$ cat src/core/itdc_defs.svh
/*
  constants for the forwarding, bus timing and datapath registers.
  assumes it is included by its bare name from files under core/.
*/
`ifndef ITDC_DEFS_SVH
`define ITDC_DEFS_SVH

// ****************************************
// register offsets
// ****************************************
`define ITDC_OFF_FWD_CTRL 8'h17
`define ITDC_OFF_HIGH_TIME 8'h18
`define ITDC_OFF_LOW_TIME 8'h19
`define ITDC_OFF_DP_CTRL2 8'h1a

// ****************************************
// reset values
// ****************************************
`define ITDC_RST_FWD_CTRL 8'h1e
`define ITDC_RST_HIGH_TIME 8'h7f
`define ITDC_RST_LOW_TIME 8'h7f
`define ITDC_RST_DP_BITS 2'h0

// ****************************************
// field positions
// ****************************************
`define ITDC_BIT_PASS_ALL 7
`define ITDC_HOLD_HI 6
`define ITDC_HOLD_LO 4
`define ITDC_FILT_HI 3
`define ITDC_FILT_LO 0
`define ITDC_BIT_AUX 3
`define ITDC_BIT_WIDE 1
`define ITDC_BIT_SURR 0

// ****************************************
// timing: units in ps, clock period in ps
// ****************************************
`define ITDC_CLK_PS 100000
`define ITDC_HOLD_UNIT_PS 40000
`define ITDC_FILT_UNIT_PS 5000
`define ITDC_EXTRA_PERIODS 8'h05
`define ITDC_ONE 8'h01
`define ITDC_ZERO8 8'h00

`endif

$ cat src/core/itdc_pkg.sv
/*
  types for the forwarding and timing register block.
  assumes nothing of its surroundings.
*/
package itdc_pkg;
  // master clock phase, gray coded
  typedef enum logic [1:0] {
    itdc_idle = 2'h0,
    itdc_low = 2'h1,
    itdc_high = 2'h3
  } itdc_phase_type;
endpackage

$ cat src/core/itdc_top.sv
/*
  forwarding control, bus timing and datapath option registers.
  assumes an already decoded byte register port from the local bus
  target logic, and bus pins arriving asynchronously.
*/
`timescale 1ns/1ns
`include "itdc_defs.svh"
module itdc_top (
  input wire logic clk_sys,
  input wire logic rst,
  input wire logic [7:0] reg_addr,
  input wire logic [7:0] reg_wdata,
  input wire logic reg_write,
  input wire logic reg_read,
  output logic [7:0] reg_rdata,
  input wire logic second_port_select,
  input wire logic aux_audio_control,
  input wire logic [6:0] access_target_id,
  input wire logic access_valid,
  input wire logic [6:0] own_target_id,
  input wire logic [6:0] remote_deser_id,
  input wire logic [6:0] remote_target_id,
  output logic forward_port0,
  output logic forward_port1,
  input wire logic scl_pin,
  input wire logic sda_pin,
  output logic sda_sampled,
  output logic scl_filtered,
  input wire logic master_active,
  output logic master_scl_drive,
  input wire logic target_stretch_req,
  output logic target_scl_release,
  output logic wide_payload_select,
  input wire logic inband_surround_detect,
  input wire logic inband_override_disable,
  output logic surround_enable,
  output logic data_island_transport
);
  // ****************************************
  // storage
  // ****************************************
  // pass-all is kept per port; hold and filter are shared by both
  // ports, so only bit 7 of the control register is steered
  logic pass_all_p0; // port 0 pass-all
  logic pass_all_p1; // port 1 pass-all
  logic [2:0] hold_field; // sda hold in 40ns units
  logic [3:0] filter_field; // glitch depth in 5ns units
  logic [7:0] high_time; // master high count
  logic [7:0] low_time; // master low count
  logic wide_bit; // payload width
  logic surround_bit; // software surround enable

  // ****************************************
  // register decode
  // ****************************************
  // full byte compare, so aliases of the four offsets read zero
  wire hit_fwd = reg_addr == `ITDC_OFF_FWD_CTRL;
  wire hit_high = reg_addr == `ITDC_OFF_HIGH_TIME;
  wire hit_low = reg_addr == `ITDC_OFF_LOW_TIME;
  wire hit_dp = reg_addr == `ITDC_OFF_DP_CTRL2;
  // pass-all shown is the one for the selected port
  wire pass_all_view = second_port_select ? pass_all_p1 : pass_all_p0;
  wire [7:0] fwd_view = {pass_all_view, hold_field, filter_field};
  // reserved bits 7:4 and 2 read zero
  wire [7:0] dp_view = {4'h0, aux_audio_control, 1'b0, wide_bit, surround_bit};
  wire [7:0] next_rdata = hit_fwd ? fwd_view :
                          hit_high ? high_time :
                          hit_low ? low_time :
                          hit_dp ? dp_view : `ITDC_ZERO8;

  // ****************************************
  // register writes
  // ****************************************
  // a write lands on the edge that samples reg_write
  always_ff @(posedge clk_sys) begin
    if (rst) begin
      pass_all_p0 <= 1'(`ITDC_RST_FWD_CTRL >> `ITDC_BIT_PASS_ALL);
      pass_all_p1 <= 1'(`ITDC_RST_FWD_CTRL >> `ITDC_BIT_PASS_ALL);
      hold_field <= 3'(`ITDC_RST_FWD_CTRL >> `ITDC_HOLD_LO);
      filter_field <= 4'(`ITDC_RST_FWD_CTRL);
      high_time <= `ITDC_RST_HIGH_TIME;
      low_time <= `ITDC_RST_LOW_TIME;
      {wide_bit, surround_bit} <= `ITDC_RST_DP_BITS;
    end else if (reg_write) begin
      if (hit_fwd) begin
        if (second_port_select) begin
          pass_all_p1 <= reg_wdata[`ITDC_BIT_PASS_ALL];
        end else begin
          pass_all_p0 <= reg_wdata[`ITDC_BIT_PASS_ALL];
        end
        hold_field <= reg_wdata[`ITDC_HOLD_HI:`ITDC_HOLD_LO];
        filter_field <= reg_wdata[`ITDC_FILT_HI:`ITDC_FILT_LO];
      end
      if (hit_high) begin
        high_time <= reg_wdata;
      end
      if (hit_low) begin
        low_time <= reg_wdata;
      end
      if (hit_dp) begin
        // read-only and reserved bits dropped
        wide_bit <= reg_wdata[`ITDC_BIT_WIDE];
        surround_bit <= reg_wdata[`ITDC_BIT_SURR];
      end
    end
  end

  // read data registered; held between reads
  always_ff @(posedge clk_sys) begin
    if (rst) begin
      reg_rdata <= `ITDC_ZERO8;
    end else if (reg_read) begin
      reg_rdata <= next_rdata;
    end
  end

  // ****************************************
  // forwarding decision
  // ****************************************
  wire remote_hit = access_target_id == remote_deser_id || access_target_id == remote_target_id;
  wire not_own = access_target_id != own_target_id;
  // pass-all widens to every id but our own
  wire fwd0 = access_valid && (pass_all_p0 ? not_own : remote_hit);
  wire fwd1 = access_valid && (pass_all_p1 ? not_own : remote_hit);

  // registered so a changing id never glitches the forward request
  always_ff @(posedge clk_sys) begin
    if (rst) begin
      forward_port0 <= 1'b0;
      forward_port1 <= 1'b0;
    end else begin
      forward_port0 <= fwd0;
      forward_port1 <= fwd1;
    end
  end

  // ****************************************
  // pin synchronisers
  // ****************************************
  logic [1:0] scl_sync; // bit 0 only feeds bit 1
  logic [1:0] sda_sync;
  // pins are asynchronous; two flops before anything reads them
  always_ff @(posedge clk_sys) begin
    if (rst) begin
      scl_sync <= 2'h3;
      sda_sync <= 2'h3;
    end else begin
      scl_sync <= {scl_sync[0], scl_pin};
      sda_sync <= {sda_sync[0], sda_pin};
    end
  end

  // ****************************************
  // glitch filter and sda hold
  // ****************************************
  // filter depth in cycles; below one clock it is zero, which still rejects one-cycle pulses
  wire [7:0] filt_cycles = 8'((32'(filter_field) * `ITDC_FILT_UNIT_PS) / `ITDC_CLK_PS);
  // hold delay in cycles, rounded up so the hold is never short
  wire [7:0] hold_cycles = 8'((32'(hold_field) * `ITDC_HOLD_UNIT_PS + `ITDC_CLK_PS - 1)
                              / `ITDC_CLK_PS);
  // both lines share one depth so scl and sda stay aligned
  logic scl_clean;
  logic sda_clean;
  itdc_filter u_scl_filter (
    .clk_sys(clk_sys),
    .rst(rst),
    .line_in(scl_sync[1]),
    .depth(filt_cycles),
    .line_out(scl_clean)
  );
  itdc_filter u_sda_filter (
    .clk_sys(clk_sys),
    .rst(rst),
    .line_in(sda_sync[1]),
    .depth(filt_cycles),
    .line_out(sda_clean)
  );

  // sda delay line, eight taps covers the 3-bit field at 10 MHz
  // only taps 0 to 2 are reached while one clock spans 2.5 counts
  logic [7:0] sda_delay;
  always_ff @(posedge clk_sys) begin
    if (rst) begin
      sda_delay <= 8'hff;
      sda_sampled <= 1'b1;
      scl_filtered <= 1'b1;
    end else begin
      sda_delay <= {sda_delay[6:0], sda_clean};
      scl_filtered <= scl_clean;
      sda_sampled <= (hold_cycles == `ITDC_ZERO8) ? sda_clean
                     : sda_delay[3'(hold_cycles - `ITDC_ONE)];
    end
  end

  // ****************************************
  // master clock generator
  // ****************************************
  // one count is one clock here; at 10 MHz the 40 ns unit cannot be
  // resolved, so times stretch but keep their count-plus-five shape
  itdc_pkg::itdc_phase_type phase;
  itdc_pkg::itdc_phase_type next_phase;
  logic [8:0] phase_count;
  wire [8:0] high_limit = {1'b0, high_time} + {1'b0, `ITDC_EXTRA_PERIODS};
  wire [8:0] low_limit = {1'b0, low_time} + {1'b0, `ITDC_EXTRA_PERIODS};
  wire high_done = phase_count + 9'h001 >= high_limit;
  wire low_done = phase_count + 9'h001 >= low_limit;

  // a dropped request lets the running phase finish before idle
  always_comb begin
    next_phase = phase;
    unique case (phase)
      itdc_pkg::itdc_idle: begin
        if (master_active) begin
          next_phase = itdc_pkg::itdc_low;
        end
      end
      itdc_pkg::itdc_low: begin
        if (low_done) begin
          next_phase = master_active ? itdc_pkg::itdc_high : itdc_pkg::itdc_idle;
        end
      end
      itdc_pkg::itdc_high: begin
        if (high_done) begin
          next_phase = master_active ? itdc_pkg::itdc_low : itdc_pkg::itdc_idle;
        end
      end
      default: begin
        next_phase = itdc_pkg::itdc_idle; // code 2 is illegal
      end
    endcase
  end

  // drive mirrors the registered phase, so it needs no extra stage
  always_ff @(posedge clk_sys) begin
    if (rst) begin
      phase <= itdc_pkg::itdc_idle;
      phase_count <= 9'h000;
      master_scl_drive <= 1'b0;
    end else begin
      phase <= next_phase;
      phase_count <= (next_phase != phase) ? 9'h000 : phase_count + 9'h001;
      master_scl_drive <= next_phase == itdc_pkg::itdc_low; // pull low
    end
  end

  // ****************************************
  // target setup before releasing a stretch
  // ****************************************
  logic [8:0] setup_count; // cycles of data setup so far
  // release is held off for low_time cycles after a stretch request;
  // a zero count releases at once, trading setup for speed
  always_ff @(posedge clk_sys) begin
    if (rst) begin
      setup_count <= 9'h000;
      target_scl_release <= 1'b1;
    end else if (!target_stretch_req) begin
      setup_count <= 9'h000;
      target_scl_release <= 1'b1;
    end else if (setup_count < {1'b0, low_time}) begin
      setup_count <= setup_count + 9'h001; // data driven, still holding
      target_scl_release <= 1'b0;
    end else begin
      target_scl_release <= 1'b1;
    end
  end

  // ****************************************
  // datapath options
  // ****************************************
  // outputs are registered copies so the datapath sees clean levels
  always_ff @(posedge clk_sys) begin
    if (rst) begin
      wide_payload_select <= 1'b0;
      surround_enable <= 1'b0;
      data_island_transport <= 1'b0;
    end else begin
      wide_payload_select <= wide_bit;
      // in-band detection wins unless explicitly disabled
      surround_enable <= inband_override_disable ? surround_bit
                         : inband_surround_detect;
      data_island_transport <= inband_override_disable ? surround_bit
                               : inband_surround_detect;
    end
  end
endmodule

$ cat src/core/itdc_filter.sv
/*
  glitch filter with delay for one bus line.
  assumes the input is already synchronised to clk_sys.
*/
`timescale 1ns/1ns
`include "itdc_defs.svh"
module itdc_filter (
  input wire logic clk_sys,
  input wire logic rst,
  input wire logic line_in,
  input wire logic [7:0] depth,
  output logic line_out
);
  logic [7:0] stable_count; // cycles the candidate value has held
  logic candidate; // last raw value seen

  // ****************************************
  // accept a new level only once it outlasts depth
  // ****************************************
  always_ff @(posedge clk_sys) begin
    if (rst) begin
      candidate <= 1'b1;
      stable_count <= `ITDC_ZERO8;
      line_out <= 1'b1;
    end else if (line_in != candidate) begin
      candidate <= line_in;
      stable_count <= `ITDC_ZERO8;
    end else if (stable_count >= depth) begin
      line_out <= candidate; // held longer than a glitch
    end else begin
      stable_count <= stable_count + `ITDC_ONE;
    end
  end
endmodule

$ cat config.mk
export PLATFORM = sky130hd
export DESIGN_NAME = itdc_top
export DESIGN_NICKNAME = d
export VERILOG_FILES = /design/src/core/itdc_pkg.sv /design/src/core/itdc_top.sv /design/src/core/itdc_filter.sv
export VERILOG_INCLUDE_DIRS = /design/src /design/src/core
export SDC_FILE = /design/constraint.sdc
export NUM_CORES = 1
export LEC_CHECK = 0
export BUFFER_PORTS_ARGS = -buffer_cell sky130_fd_sc_hd__buf_4
export CORE_MARGIN = 10
export CORE_UTILIZATION = 25
export CTS_CLUSTER_SIZE = 28
export DETAILED_ROUTE_END_ITERATION = 12
export GPL_TIMING_DRIVEN = 1
export PLACE_DENSITY = 0.45
export SYNTH_ARGS = -nofsm -noshare
export SYNTH_HDL_FRONTEND = slang
export SYNTH_SLANG_ARGS = --single-unit
$ cat constraint.sdc
create_clock -name clk_sys -period 10.1 [get_ports clk_sys]
set_input_delay 1.515 -clock clk_sys [delete_from_list [all_inputs] [get_ports clk_sys]]
set_output_delay 1.515 -clock clk_sys [all_outputs]
set_load 0.01 [all_outputs]
==> reports/qor_table.md, run 1 <==
| Parameter | Reported | Unit |
|---|---|---|
| Count of input and output buffers | 73 | - |
| Worst VDD drop | 0.00007461 | V |
| Largest net degree at the start of global routing | 66 | - |
| TritonCTS clock tree | yes | - |
| Sort of element at the end of the critical path | flop | - |
| Synthesized area per cell | 8.329 | sq um |
| Post-synthesis net count | 988 | - |
| Buf+Inv Stages, Crit Path | 5 | - |
| Die Outline Area | 0.03578 | sq mm |
| Die outline width | 189.2 | microns |
| Total congestion overflow | 0 | - |
| Routed Antenna Nets | 0 | - |
| Number of standard-cell rows in the floorplan | 61 | - |
| Worst Path Arrival | 8.79 | ns |
| Area of the mapped netlist | 0.007154 | sq mm |
| Final period demand of the worst path | 8.558 | ns |
| Clk_skew | 0.01050 | ns |
| Setup repair after global routing missed its margin | no | - |
| Met3 Routed Length | 953 | microns |
| # resized after CTS | 0 | - |
| Met1 layer wirelength in the final routing | 9300 | microns |
| Number of hold violations in the final report | 0 | - |
| Max clock buf depth | 2 | - |
| Number of cells on the critical path | 27 | - |
| Yosys cell types | 89 | - |
| Critical register-to-register path startpoint | hold_field[1] | - |
| Number of H-tree branching levels | 3 | - |
| Source of the critical timing path | hold_field[1] | - |
| Slowest cell on the critical path | dfxtp_1 | - |
| Capturing instance or port of the critical path | sda_sampled | - |
| HP Class | flop to flop | - |
| Length of the first detailed-routing pass in iterations | 4 | - |
| Total power divided by cell area | 91.65 | mW/mm^2 |
| Clk root buf | clkbuf_16 | - |
| EDFF count, synth | 0 | - |
| Register-to-register setup slack | 1.54 | ns |
| Post-synth top area share | 26.58 | % |
| Detailed Route WL | 18,160 | microns |
| Wire per inst | 13.97 | microns |
| Leakage Power | 3.343 | nW |
| Fraction of layout instances using a drive strength above 1 | 15.62 | % |
| Total Negative Setup Slacks | 0 | ns |
| Number of sinks on the clock net | 95 | - |
| Final setup violation count | 0 | - |
| Number of synthesized register bits | 95 | - |
| Number of instances in the synthesized netlist | 859 | - |
| GP Congestion | 0.8149 | - |
| Share of synthesized flip-flops with an asynchronous set or reset | 0 | % |
| Wire length of the first global-routing pass | 30,640 | microns |
| Vias in the first global route | 6,041 | - |
| Slew @ Worst Pin | 0.9184 | ns |
| Status | finished, final reports clean | - |
| Classification of the worst setup path | flop to flop | - |
| Post-synth top flop | dfxtp_1 | - |
| Number of buffers created by CTS | 9 | - |
| Max-cap violations | 0 | - |
| Combined global-route utilization of all metal layers | 10.18 | % |
| Number of antenna violations at the first check in global routing | 0 | - |
| Routed vias | 5,992 | - |
| Clock transition time at the flip-flop clock pins of the worst setup and hold paths | 0.07 | ns |
| Die boundary height | 189.2 | microns |
| Type of element launching the critical path | flop | - |
| Synthesis-to-finish area growth | 16.65 | % |
| Fillers | 3,039 | - |
| Stage delay of the slowest cell on the critical path | 0.84 | ns |
| Standard cell core area | 0.02801 | sq mm |
| Top cells by area, synth | dfxtp_1 27%, ha_1 12%, xnor2_1 6.5% | - |
| Capturing point of the worst reg2reg path | sda_sampled | - |
| Maximum fanout along the worst path | 18 | - |
| Post-route clock period utilization | 84.73 | % |
| First DRT Iteration DRCs | 305 | - |
| I/O pins | 74 | - |
| Diode count | 0 | - |
| Ys Warns | 0 | - |
| Worst path required time | 10.33 | ns |
| Avg Vias per Cell | 4.609 | - |
| F_max | 116.9 | MHz |
| Topmost layer with routed signal wires | met4 | - |
| Max-slew violation total from the final report | 0 | - |
| Met2 wire length | 7786 | microns |
| Post-route core utilization | 29.79 | % |
| Sequential element share of the synthesized area | 26.58 | % |
| Clock network latency to the later pin of the worst-skew pair | 0.35 | ns |
| FF-to-FF path depth | 27 | - |
| Effective utilization at floorplan | 25.54 | % |
| Worst max-slew margin expressed relative to the limit | 38.33 | % |
| Hold bufs inserted after CTS | 0 | - |
| DRC Markers | 0 | - |
| Top cell type by total area after synthesis | dfxtp_1 | - |
| DP HPWL | 14,160 | microns |
| Post-layout nets | 1,048 | - |
| Post-CTS Setup Repair Bufs | 0 | - |
| Crit-path leading delay family | simple AND/OR/NAND/NOR gates | - |
-- where the power goes --
group	leakage [nW]	total, W	internal [W]	switching [W]
logic	2.45	0.0000665	0.0000347	0.0000318
registers	0.771	0.000383	0.000379	0.00000414
clock network	0.121	0.000315	0.000166	0.000149
total	3.34	0.000765	0.000580	0.000185
-- kinds of logic after synthesis --
| kind of cell | Yosys count | synth area share, % |
|---|---|---|
| compound gates | 163 | 16.37 |
| xor+xnor | 84 | 10.76 |
| fa+ha+maj | 72 | 13.22 |
| buf+inv | 68 | 3.795 |
| flops | 95 | 26.58 |
| mux | 16 | 2.746 |
| simple gates | 361 | 26.53 |
-- final cells by class --
type | count | area, sq um | area share [%]
clock buffers | 10 | 229.0 | 2.744
clock inverters | 4 | 32.53 | 0.3898
inverters | 40 | 150.1 | 1.799
multi-input cells | 696 | 4981 | 59.69
flip-flops and latches | 95 | 1902 | 22.79
well taps | 378 | 473.0 | 5.667
repair buffers | 77 | 578.1 | 6.927
-- layout by cell type (no fill, tap or decap), types with 22 or more instances in the layout --
cell type  netlist  layout
inv_1           39      39
xor2_1          28      28
dfxtp_1         95      95
nor2b_1         22      22
xnor2_1         53      53
ha_1            66      66
o21ai_0         29      29
nand2_1         96      96
a21oi_1         39      39
or2_2           24      24
buf_4            3      77
nor2_1          79      79
-- metal layers --
metal / vias to the layer above / GRT usage (%)
met5: - / 0
met4: 0 / 2.656
met3: 6 / 2.720
met2: 103 / 15.57
met1: 2746 / 13.78
li1: 3137 / -
-- sequential cells by signal (all words and copies together), names as in the netlist, 2 cells and up --
signal                     cells
u_scl_filter.stable_count      8
sda_sync                       2
sda_delay                      8
scl_sync                       2
low_time                       8
filter_field                   4
phase_count                    9
u_sda_filter.stable_count      8
hold_field                     3
setup_count                    9
reg_rdata                      8
phase                          2
high_time                      8
-- synthesized netlist by cell type, drive strengths merged, types with 3 or more instances --
| cell | instances |
|---|---|
| nand2 | 96 |
| dfxtp | 95 |
| nor2 | 80 |
| ha | 66 |
| xnor2 | 56 |
| a21oi | 42 |
| inv | 39 |
| o21ai | 31 |
| xor2 | 28 |
| or2 | 24 |
| nor2b | 22 |
| nand2b | 21 |
| nand3b | 20 |
| clkbuf | 19 |
| nor3 | 18 |
| and2 | 16 |
| nand3 | 14 |
| or3 | 13 |
| a211oi | 11 |
| nand4 | 11 |
| nor4 | 10 |
| a221oi | 9 |
| buf | 9 |
| a31oi | 8 |
| mux2i | 8 |
| a21o | 7 |
| fa | 6 |
| mux2 | 6 |
| a2111oi | 5 |
| o22ai | 5 |
| o211ai | 4 |
| o21a | 4 |
| a311o | 3 |
| a311oi | 3 |
| a41oi | 3 |
| and3 | 3 |
| nor3b | 3 |
| o21bai | 3 |
-- worst register-to-register path: cells and delay by family (launching register included) --
family          cells  cell delay (ns)
fa+ha+maj           4             1.53
simple gates        8             2.01
buf+inv             5             0.83
compound gates      6             1.98
flops               1             0.84
mux                 1             0.50
xor+xnor            3             0.76
-- stage by stage --
| stage | worst slack, ns | std cells | hold WS [ns] | cell area, sq um | total power, W |
|---|---|---|---|---|---|
| after floorplan | 2.365 | 859 | 0.3895 | 7154 | 0.0004257 |
| after global placement | 1.678 | 1286 | 0.3943 | 8084 | 0.0004592 |
| after detailed placement | 1.531 | 1286 | 0.3957 | 8084 | 0.0004593 |
| after CTS | 1.503 | 1300 | 0.4131 | 8346 | 0.0007824 |
| after global routing | 0.6566 | 1300 | 0.4499 | 8346 | 0.0008047 |
| final | 1.542 | 1300 | 0.4113 | 8346 | 0.0007649 |
-- how the worst min path moves through the flow --
stage,endpoint,from,cells after the start,slack (ns)
final,sda_sync[1],sda_sync[0],1,0.41
after global routing,sda_sync[1],sda_sync[0],1,0.45
after CTS,sda_sync[1],sda_sync[0],1,0.41
after floorplan,scl_sync[1],scl_sync[0],1,0.39
after global placement,scl_sync[1],scl_sync[0],1,0.39
after detailed placement,sda_sync[1],sda_sync[0],1,0.40
(Power assumes the default switching activity.)
==> run 2, diff against run 1 <==
--- a/config.mk
+++ b/config.mk
@@ -6,6 +6,7 @@
 export SDC_FILE = /design/constraint.sdc
 export NUM_CORES = 1
 export LEC_CHECK = 0
+export ABC_AREA = 1
 export BUFFER_PORTS_ARGS = -buffer_cell sky130_fd_sc_hd__buf_4
 export CORE_MARGIN = 10
 export CORE_UTILIZATION = 25
==> constraint.sdc (replaced) <==
create_clock -name clk_sys -period 8.2 [get_ports clk_sys]
set_input_delay 1.23 -clock clk_sys [delete_from_list [all_inputs] [get_ports clk_sys]]
set_output_delay 1.23 -clock clk_sys [all_outputs]
set_load 0.01 [all_outputs]
==> reports/qor_table.md, run 2 <==
| Parameter | Reported | Unit | Delta |
|---|---|---|---|
| Status | finished, final reports clean | - | unchanged |
| Number of standard-cell rows in the floorplan | 62 | - | was 61 |
| Detailed Route WL | 19,110 | microns | was 18,160 microns |
| Max-slew violation total from the final report | 0 | - | unchanged |
| Number of synthesized register bits | 95 | - | unchanged |
| Top cells by area, synth | dfxtp_1 26%, nand2_1 12%, ha_1 11% | - | was dfxtp_1 27%, ha_1 12%, xnor2_1 6.5% |
| F_max | 154.9 | MHz | was 116.9 MHz |
| Post-layout nets | 1,232 | - | was 1,048 |
| Source of the critical timing path | hold_field[0] | - | was hold_field[1] |
| Source of the worst hold timing path | scl_sync[0] | - | was sda_sync[0] |
| Clk_skew | 0.01090 | ns | was 0.01050 ns |
| Area of the mapped netlist | 0.007277 | sq mm | was 0.007154 sq mm |
| CP dominant cell by count | nand2_1 | - |  |
| Buf+Inv Stages, Crit Path | 6 | - | was 5 |
| Setup repair after global routing missed its margin | no | - | unchanged |
| Total Negative Setup Slacks | 0 | ns | unchanged |
| Length of the first detailed-routing pass in iterations | 4 | - | unchanged |
| Number of H-tree branching levels | 3 | - | unchanged |
| Post-synth top area share | 26.13 | % | was 26.58% |
| Wire per inst | 12.81 | microns | was 13.97 microns |
| Commonest cells in the synthesized netlist | 229 x nand2_1, 136 x inv_1, 95 x dfxtp_1 | - | was 96 x nand2_1, 95 x dfxtp_1, 79 x nor2_1 |
| Max-cap violations | 0 | - | unchanged |
| Effective utilization at floorplan | 25.35 | % | was 25.54% |
| Slew @ Worst Pin | 0.9594 | ns | was 0.9184 ns |
| Clock network latency to the later pin of the worst-skew pair | 0.35 | ns | about the same |
| Critical register-to-register path startpoint | hold_field[0] | - | was hold_field[1] |
| Post-synthesis net count | 1,163 | - | was 988 |
| Most common cell after layout, fill and taps aside | nand2_1 | - | unchanged |
| Routed Antenna Nets | 0 | - | unchanged |
| Diode count | 0 | - | unchanged |
| Count of input and output buffers | 73 | - | unchanged |
| Number of sinks on the clock net | 95 | - | unchanged |
| Leakage Power | 4.113 | nW | was 3.343 nW |
| Main combinational cell family by area after synthesis | simple AND/OR/NAND/NOR gates | - | unchanged |
| Avg Vias per Cell | 4.353 | - | was 4.609 |
| Vias in the first global route | 6,379 | - | was 6,041 |
| Standard cell core area | 0.02870 | sq mm | was 0.02801 sq mm |
| Synthesized area per cell | 7.038 | sq um | was 8.329 sq um |
| Most used cells in the layout excluding fill and tap cells | 229 x nand2_1, 136 x inv_1, 95 x dfxtp_1, 80 x nand3_1, 74 x buf_4 | - | was 96 x nand2_1, 95 x dfxtp_1, 79 x nor2_1, 77 x buf_4, 66 x ha_1 |
| Total power divided by cell area | 122.5 | mW/mm^2 | was 91.65 mW/mm^2 |
| Fraction of layout instances using a drive strength above 1 | 15.52 | % | was 15.62% |
| TritonCTS clock tree | yes | - | unchanged |
| First DRT Iteration DRCs | 273 | - | was 305 |
| Stage delay of the slowest cell on the critical path | 0.78 | ns | was 0.84 ns |
| Worst path required time | 8.45 | ns | was 10.33 ns |
| Count of placed standard cells including taps | 1,476 | - | was 1,286 |
| HP Class | flop to flop | - | unchanged |
| Fraction of the mapped netlist area in adder cells | 13.00 | % | was 13.22% |
| Top cell type by total area after synthesis | dfxtp_1 | - | unchanged |
| Post-CTS Setup Repair Bufs | 0 | - | unchanged |
| Hold bufs inserted after CTS | 0 | - | unchanged |
| Worst VDD drop | 0.00009778 | V | was 0.00007461 V |
| Classification of the worst setup path | flop to flop | - | unchanged |
| Share of the synthesized area in compound gates (AO/OA/AOI/OAI) | 11.23 | % | was 16.37% |
| Ys Warns | 0 | - | unchanged |
| Die Outline Area | 0.03633 | sq mm | was 0.03578 sq mm |
| I/O pins | 74 | - | unchanged |
| Post-synth top flop | dfxtp_1 | - | unchanged |
| Share of synthesized flip-flops with an asynchronous set or reset | 0 | % | unchanged |
| Clk root buf | clkbuf_16 | - | unchanged |
| Sequential element share of the synthesized area | 26.13 | % | was 26.58% |
| Wire length of the first global-routing pass | 31,940 | microns | was 30,640 microns |
| Mux share of post-synthesis cell area | 0 | % | was 2.746% |
| Worst max-slew margin expressed relative to the limit | 35.45 | % | was 38.33% |
| Final setup slack of the worst path | 1.745 | ns | was 1.542 ns |
| Final period demand of the worst path | 6.455 | ns | was 8.558 ns |
| Synthesis-to-finish area growth | 17.54 | % | was 16.65% |
| Fin cells | 1,492 | - | was 1,300 |
| Final setup violation count | 0 | - | unchanged |
| Die boundary height | 190.6 | microns | was 189.2 microns |
| Clock transition time at the flip-flop clock pins of the worst setup and hold paths | 0.07 | ns | about the same |
| Combined global-route utilization of all metal layers | 10.64 | % | was 10.18% |
| Crit-path leading delay family | simple AND/OR/NAND/NOR gates | - | unchanged |
| Number of buffers created by CTS | 9 | - | unchanged |
| Number of hold violations in the final report | 0 | - | unchanged |
| Slowest cell on the critical path | dfxtp_1 | - | unchanged |
| Worst Path Arrival | 6.70 | ns | was 8.79 ns |
| GP Congestion | 0.8148 | - | was 0.8149 |
| Largest net degree at the start of global routing | 35 | - | was 66 |
| Sort of element at the end of the critical path | flop | - | unchanged |
| Fraction of the mapped netlist area in simple logic gates | 32.98 | % | was 26.53% |
| Post-synthesis share of cell area spent on xor and xnor gates | 7.462 | % | was 10.76% |
| EDFF count, synth | 0 | - | unchanged |
| Yosys cell types | 54 | - | was 89 |
| Die outline width | 190.6 | microns | was 189.2 microns |
| Max clock buf depth | 2 | - | unchanged |
| # resized after CTS | 0 | - | unchanged |
| DP HPWL | 15,580 | microns | was 14,160 microns |
| Post-placement worst setup slack | 1.772 | ns | was 1.531 ns |
| Number of antenna violations at the first check in global routing | 0 | - | unchanged |
| Post-route clock period utilization | 78.72 | % | was 84.73% |
| Maximum fanout along the worst path | 17 | - | was 18 |
| Total congestion overflow | 0 | - | unchanged |
| Registers with the most flip-flops | phase_count: 9 flops, setup_count: 9 flops | - | unchanged |
| Leading cell type by number of instances after synthesis | nand2_1 | - | unchanged |
| Number of instances in the synthesized netlist | 1,034 | - | was 859 |
| Routed vias | 6,495 | - | was 5,992 |
| DRC Markers | 0 | - | unchanged |
| Tot Pwr | 0.001047 | W | was 0.0007649 W |
| Type of element launching the critical path | flop | - | unchanged |
==> run 2: changes by cell type in the layout (fill, tap and decap cells not counted), moves of 23 or more <==
| cell | before | now |
|---|---|---|
| nand3_1 | 12 | 80 |
| nand2_2 | 0 | 32 |
| o21ai_0 | 29 | 52 |
| xnor2_1 | 53 | 17 |
| inv_1 | 39 | 136 |
| nand2_1 | 96 | 229 |
==> run 2: worst paths after layout <==
kind / end / slack, ns / cells after the start
worst max-delay path: sda_sampled / 1.75 / 35
worst min-delay path: scl_sync[1] / 0.41 / 1
worst max register to register: sda_sampled / 1.75 / 35
worst min register to register: scl_sync[1] / 0.41 / 1
==> run 2: per-layer routing <==
metal	share of wire (%)	global-route usage, %	up-vias	wire length [microns]
li1	-	-	3512	-
met1	49	13.80	2911	9378
met2	48	18.18	62	9149
met3	2.2	1.573	10	415
met4	0.87	2.362	0	167
met5	0	0	-	0
==> run 2: cells by family (layout without fill, tap and decap cells) <==
kind of cell,count (synthesis),count (layout)
fa+ha+maj,72,72
flops,95,95
compound gates,144,144
simple gates,498,498
buf+inv,166,240
xor+xnor,59,59
==> run 2: worst reg2reg max path, delay by kind of cell, from the launching register on <==
kind	cells	cell delay, ns
and+or+nand+nor	24	2.90
adders and majority gates	4	1.74
DFF	1	0.78
buffers and inverters	6	0.78
xor gates and xnor gates	1	0.15
==> run 2: stage by stage <==
step,area (sq um),util (%),hold WS (ns)
CTS,8553,29.80,0.4113
finish,8553,29.80,0.4107
global route,8553,29.80,0.4280
detailed placement,8214,28.62,0.3944
floorplan,7277,-,0.3895
global placement,8214,28.62,0.3941
==> run 2: layout make-up <==
cell class,count,area (sq um)
fillers,3237,20150
multi-input cells,773,4706
flip-flops and latches,95,1902
inverters,150,570.5
repair buffers,74,555.5
well taps,384,480.5
clock buffers,11,232.7
clock inverters,5,106.4
==> run 2: report_power, final <==
part	switching [W]	leakage (nW)	total (W)	internal, W
sequential	0.00000435	0.771	0.000472	0.000468
clock	0.000186	0.160	0.000485	0.000299
combinational	0.0000476	3.18	0.0000906	0.0000430
==> run 3, diff against run 2 <==
==> constraint.sdc (replaced) <==
create_clock -name clk_sys -period 6.5 [get_ports clk_sys]
set_input_delay 0.975 -clock clk_sys [delete_from_list [all_inputs] [get_ports clk_sys]]
set_output_delay 0.975 -clock clk_sys [all_outputs]
set_load 0.01 [all_outputs]
==> reports/qor_table.md, run 3 (synthesized netlist as in run 2, its figures left out) <==
| Parameter | Reported | Unit | Delta |
|---|---|---|---|
| Stage delay of the slowest cell on the critical path | 0.57 | ns | was 0.78 ns |
| Placed inst area | 0.008252 | sq mm | was 0.008214 sq mm |
| Synthesis-to-finish area growth | 17.98 | % | was 17.54% |
| DRC Markers | 0 | - | unchanged |
| Wire length of the first global-routing pass | 32,010 | microns | was 31,940 microns |
| Max-cap violations | 0 | - | unchanged |
| Clk root buf | clkbuf_16 | - | unchanged |
| Slew @ Worst Pin | 0.9225 | ns | was 0.9594 ns |
| Post-CTS Setup Repair Bufs | 0 | - | unchanged |
| DP HPWL | 15,660 | microns | was 15,580 microns |
| Number of hold violations in the final report | 0 | - | unchanged |
| Worst max-slew margin expressed relative to the limit | 37.93 | % | was 35.45% |
| Most used cells in the layout excluding fill and tap cells | 229 x nand2_1, 136 x inv_1, 95 x dfxtp_1, 80 x nand3_1, 79 x buf_4 | - | was 229 x nand2_1, 136 x inv_1, 95 x dfxtp_1, 80 x nand3_1, 74 x buf_4 |
| Max clock buf depth | 2 | - | unchanged |
| Worst path required time | 6.75 | ns | was 8.45 ns |
| Hold bufs inserted after CTS | 0 | - | unchanged |
| Final period demand of the worst path | 5.525 | ns | was 6.455 ns |
| Clk_skew | 0.006498 | ns | was 0.01090 ns |
| Final setup violation count | 0 | - | unchanged |
| Largest net degree at the start of global routing | 35 | - | unchanged |
| Setup repair after global routing missed its margin | no | - | unchanged |
| Fillers | 3,163 | - | was 3,237 |
| Effective utilization at floorplan | 25.35 | % | unchanged |
| Total congestion overflow | 0 | - | unchanged |
| Tot Pwr | 0.001317 | W | was 0.001047 W |
| Fin cells | 1,496 | - | was 1,492 |
| First DRT Iteration DRCs | 256 | - | was 273 |
| Final Instance Area | 0.008586 | sq mm | was 0.008553 sq mm |
| Worst Path Arrival | 5.77 | ns | was 6.70 ns |
| Number of standard-cell rows in the floorplan | 62 | - | unchanged |
| Length of the first detailed-routing pass in iterations | 4 | - | unchanged |
| Routed Antenna Nets | 0 | - | unchanged |
| Clock network latency to the later pin of the worst-skew pair | 0.35 | ns | about the same |
| Global routing met3 resource utilization | 1.408 | % | was 1.573% |
| Number of antenna violations at the first check in global routing | 0 | - | unchanged |
| GP Congestion | 0.8393 | - | was 0.8148 |
| HP Class | flop to flop | - | unchanged |
| Most common cell after layout, fill and taps aside | nand2_1 | - | unchanged |
| Type of element launching the critical path | flop | - | unchanged |
| Post-layout nets | 1,237 | - | was 1,232 |
| TritonCTS clock tree | yes | - | unchanged |
| Die Outline Area | 0.03633 | sq mm | unchanged |
| Number of buffers created by CTS | 9 | - | unchanged |
| Die outline width | 190.6 | microns | unchanged |
| Leakage Power | 4.144 | nW | was 4.113 nW |
| Met1 GRT Util | 13.56 | % | was 13.80% |
| Maximum fanout along the worst path | 16 | - | was 17 |
| Number of H-tree branching levels | 3 | - | unchanged |
| # resized after CTS | 0 | - | unchanged |
| I/O pins | 74 | - | unchanged |
| Diode count | 0 | - | unchanged |
| Die boundary height | 190.6 | microns | unchanged |
| Standard cell core area | 0.02870 | sq mm | unchanged |
| Combined global-route utilization of all metal layers | 10.71 | % | was 10.64% |
| Most Crowded Layer GR | met2 | - | unchanged |
| Vias in the first global route | 6,394 | - | was 6,379 |
| Max-slew violation total from the final report | 0 | - | unchanged |
| Number of sinks on the clock net | 95 | - | unchanged |
| Registers with the most flip-flops | phase_count: 9 flops, setup_count: 9 flops | - | unchanged |
| CP dominant cell by count | nand2_1 | - | unchanged |
| Status | finished, final reports clean | - | unchanged |
| Count of input and output buffers | 73 | - | unchanged |
| Count of placed standard cells including taps | 1,481 | - | was 1,476 |
| Post-route clock period utilization | 85.00 | % | was 78.72% |
| Avg Vias per Cell | 4.366 | - | was 4.353 |
| Total power divided by cell area | 153.4 | mW/mm^2 | was 122.5 mW/mm^2 |
| Worst VDD drop | 0.0001070 | V | was 0.00009778 V |
| Routed vias | 6,531 | - | was 6,495 |
| Wire per inst | 12.84 | microns | was 12.81 microns |
| Slowest cell on the critical path | fa_1 | - | was dfxtp_1 |
| Sort of element at the end of the critical path | flop | - | unchanged |
| Fraction of layout instances using a drive strength above 1 | 16.01 | % | was 15.52% |
| Global Route met2 Usage | 18.34 | % | was 18.18% |
| Classification of the worst setup path | flop to flop | - | unchanged |
| Clock transition time at the flip-flop clock pins of the worst setup and hold paths | 0.07 | ns | about the same |
| Minimum hold slack | 0.4111 | ns | was 0.4107 ns |
| Register-to-register setup slack | 0.97 | ns | was 1.75 ns |
| F_max | 181.0 | MHz | was 154.9 MHz |
| Total Negative Setup Slacks | 0 | ns | unchanged |
| Detailed Route WL | 19,200 | microns | was 19,110 microns |
## run 3: cell count changes in the layout (fill, tap and decap cells not counted)
cell	change
buf_4	+5
clkbuf_1	-2
clkinv_2	+2
clkinv_4	-1
clkinvlp_4	-1
inv_6	+1
## run 3: routing by layer
metal	wire (microns)	vias to the layer above
met5	0	-
met4	244	0
met3	427	18
met2	9347	67
met1	9184	2934
li1	-	3512
## run 3: where the power goes
group          total (W)  switching (W)  internal [W]
logic           0.000115      0.0000608     0.0000543
registers       0.000595     0.00000516      0.000590
clock network   0.000607       0.000233      0.000374
total            0.00132       0.000299       0.00102
## run 3: area by class of cell
| type | instances | area [sq um] | area share, % |
|---|---|---|---|
| Timing Repair Buffer | 79 | 593.1 | 6.908 |
| Sequential cell | 95 | 1902 | 22.15 |
| Inverter | 150 | 570.5 | 6.645 |
| Clock inverter | 6 | 108.9 | 1.268 |
| Multi-Input combinational cell | 773 | 4706 | 54.81 |
| Tap cell | 384 | 480.5 | 5.596 |
| Clock buffer | 9 | 225.2 | 2.623 |
## run 3: path summary, 6_finish.rpt
kind	start	to	depth (start not counted)
worst min-delay path	scl_sync[0]	scl_sync[1]	1
worst max register to register	hold_field[2]	sda_sampled	34
worst max-delay path	hold_field[2]	sda_sampled	34
worst min register to register	scl_sync[0]	scl_sync[1]	1
## run 3: per-stage QoR
stage | setup slack, ns | utilization, %
after detailed placement | 0.9970 | 28.75
final | 0.9749 | 29.91
after global routing | 0.4074 | 29.91
after floorplan | 1.193 | -
after global placement | 0.9788 | 28.75
after CTS | 0.9537 | 29.91
## run 3: critical path: cells and delay by family (launching register included)
family,cells,cell delay [ns]
and+or+nand+nor,23,2.83
adders and majority gates,4,1.48
buffers and inverters,5,0.38
xor gates and xnor gates,2,0.37
DFF,1,0.33
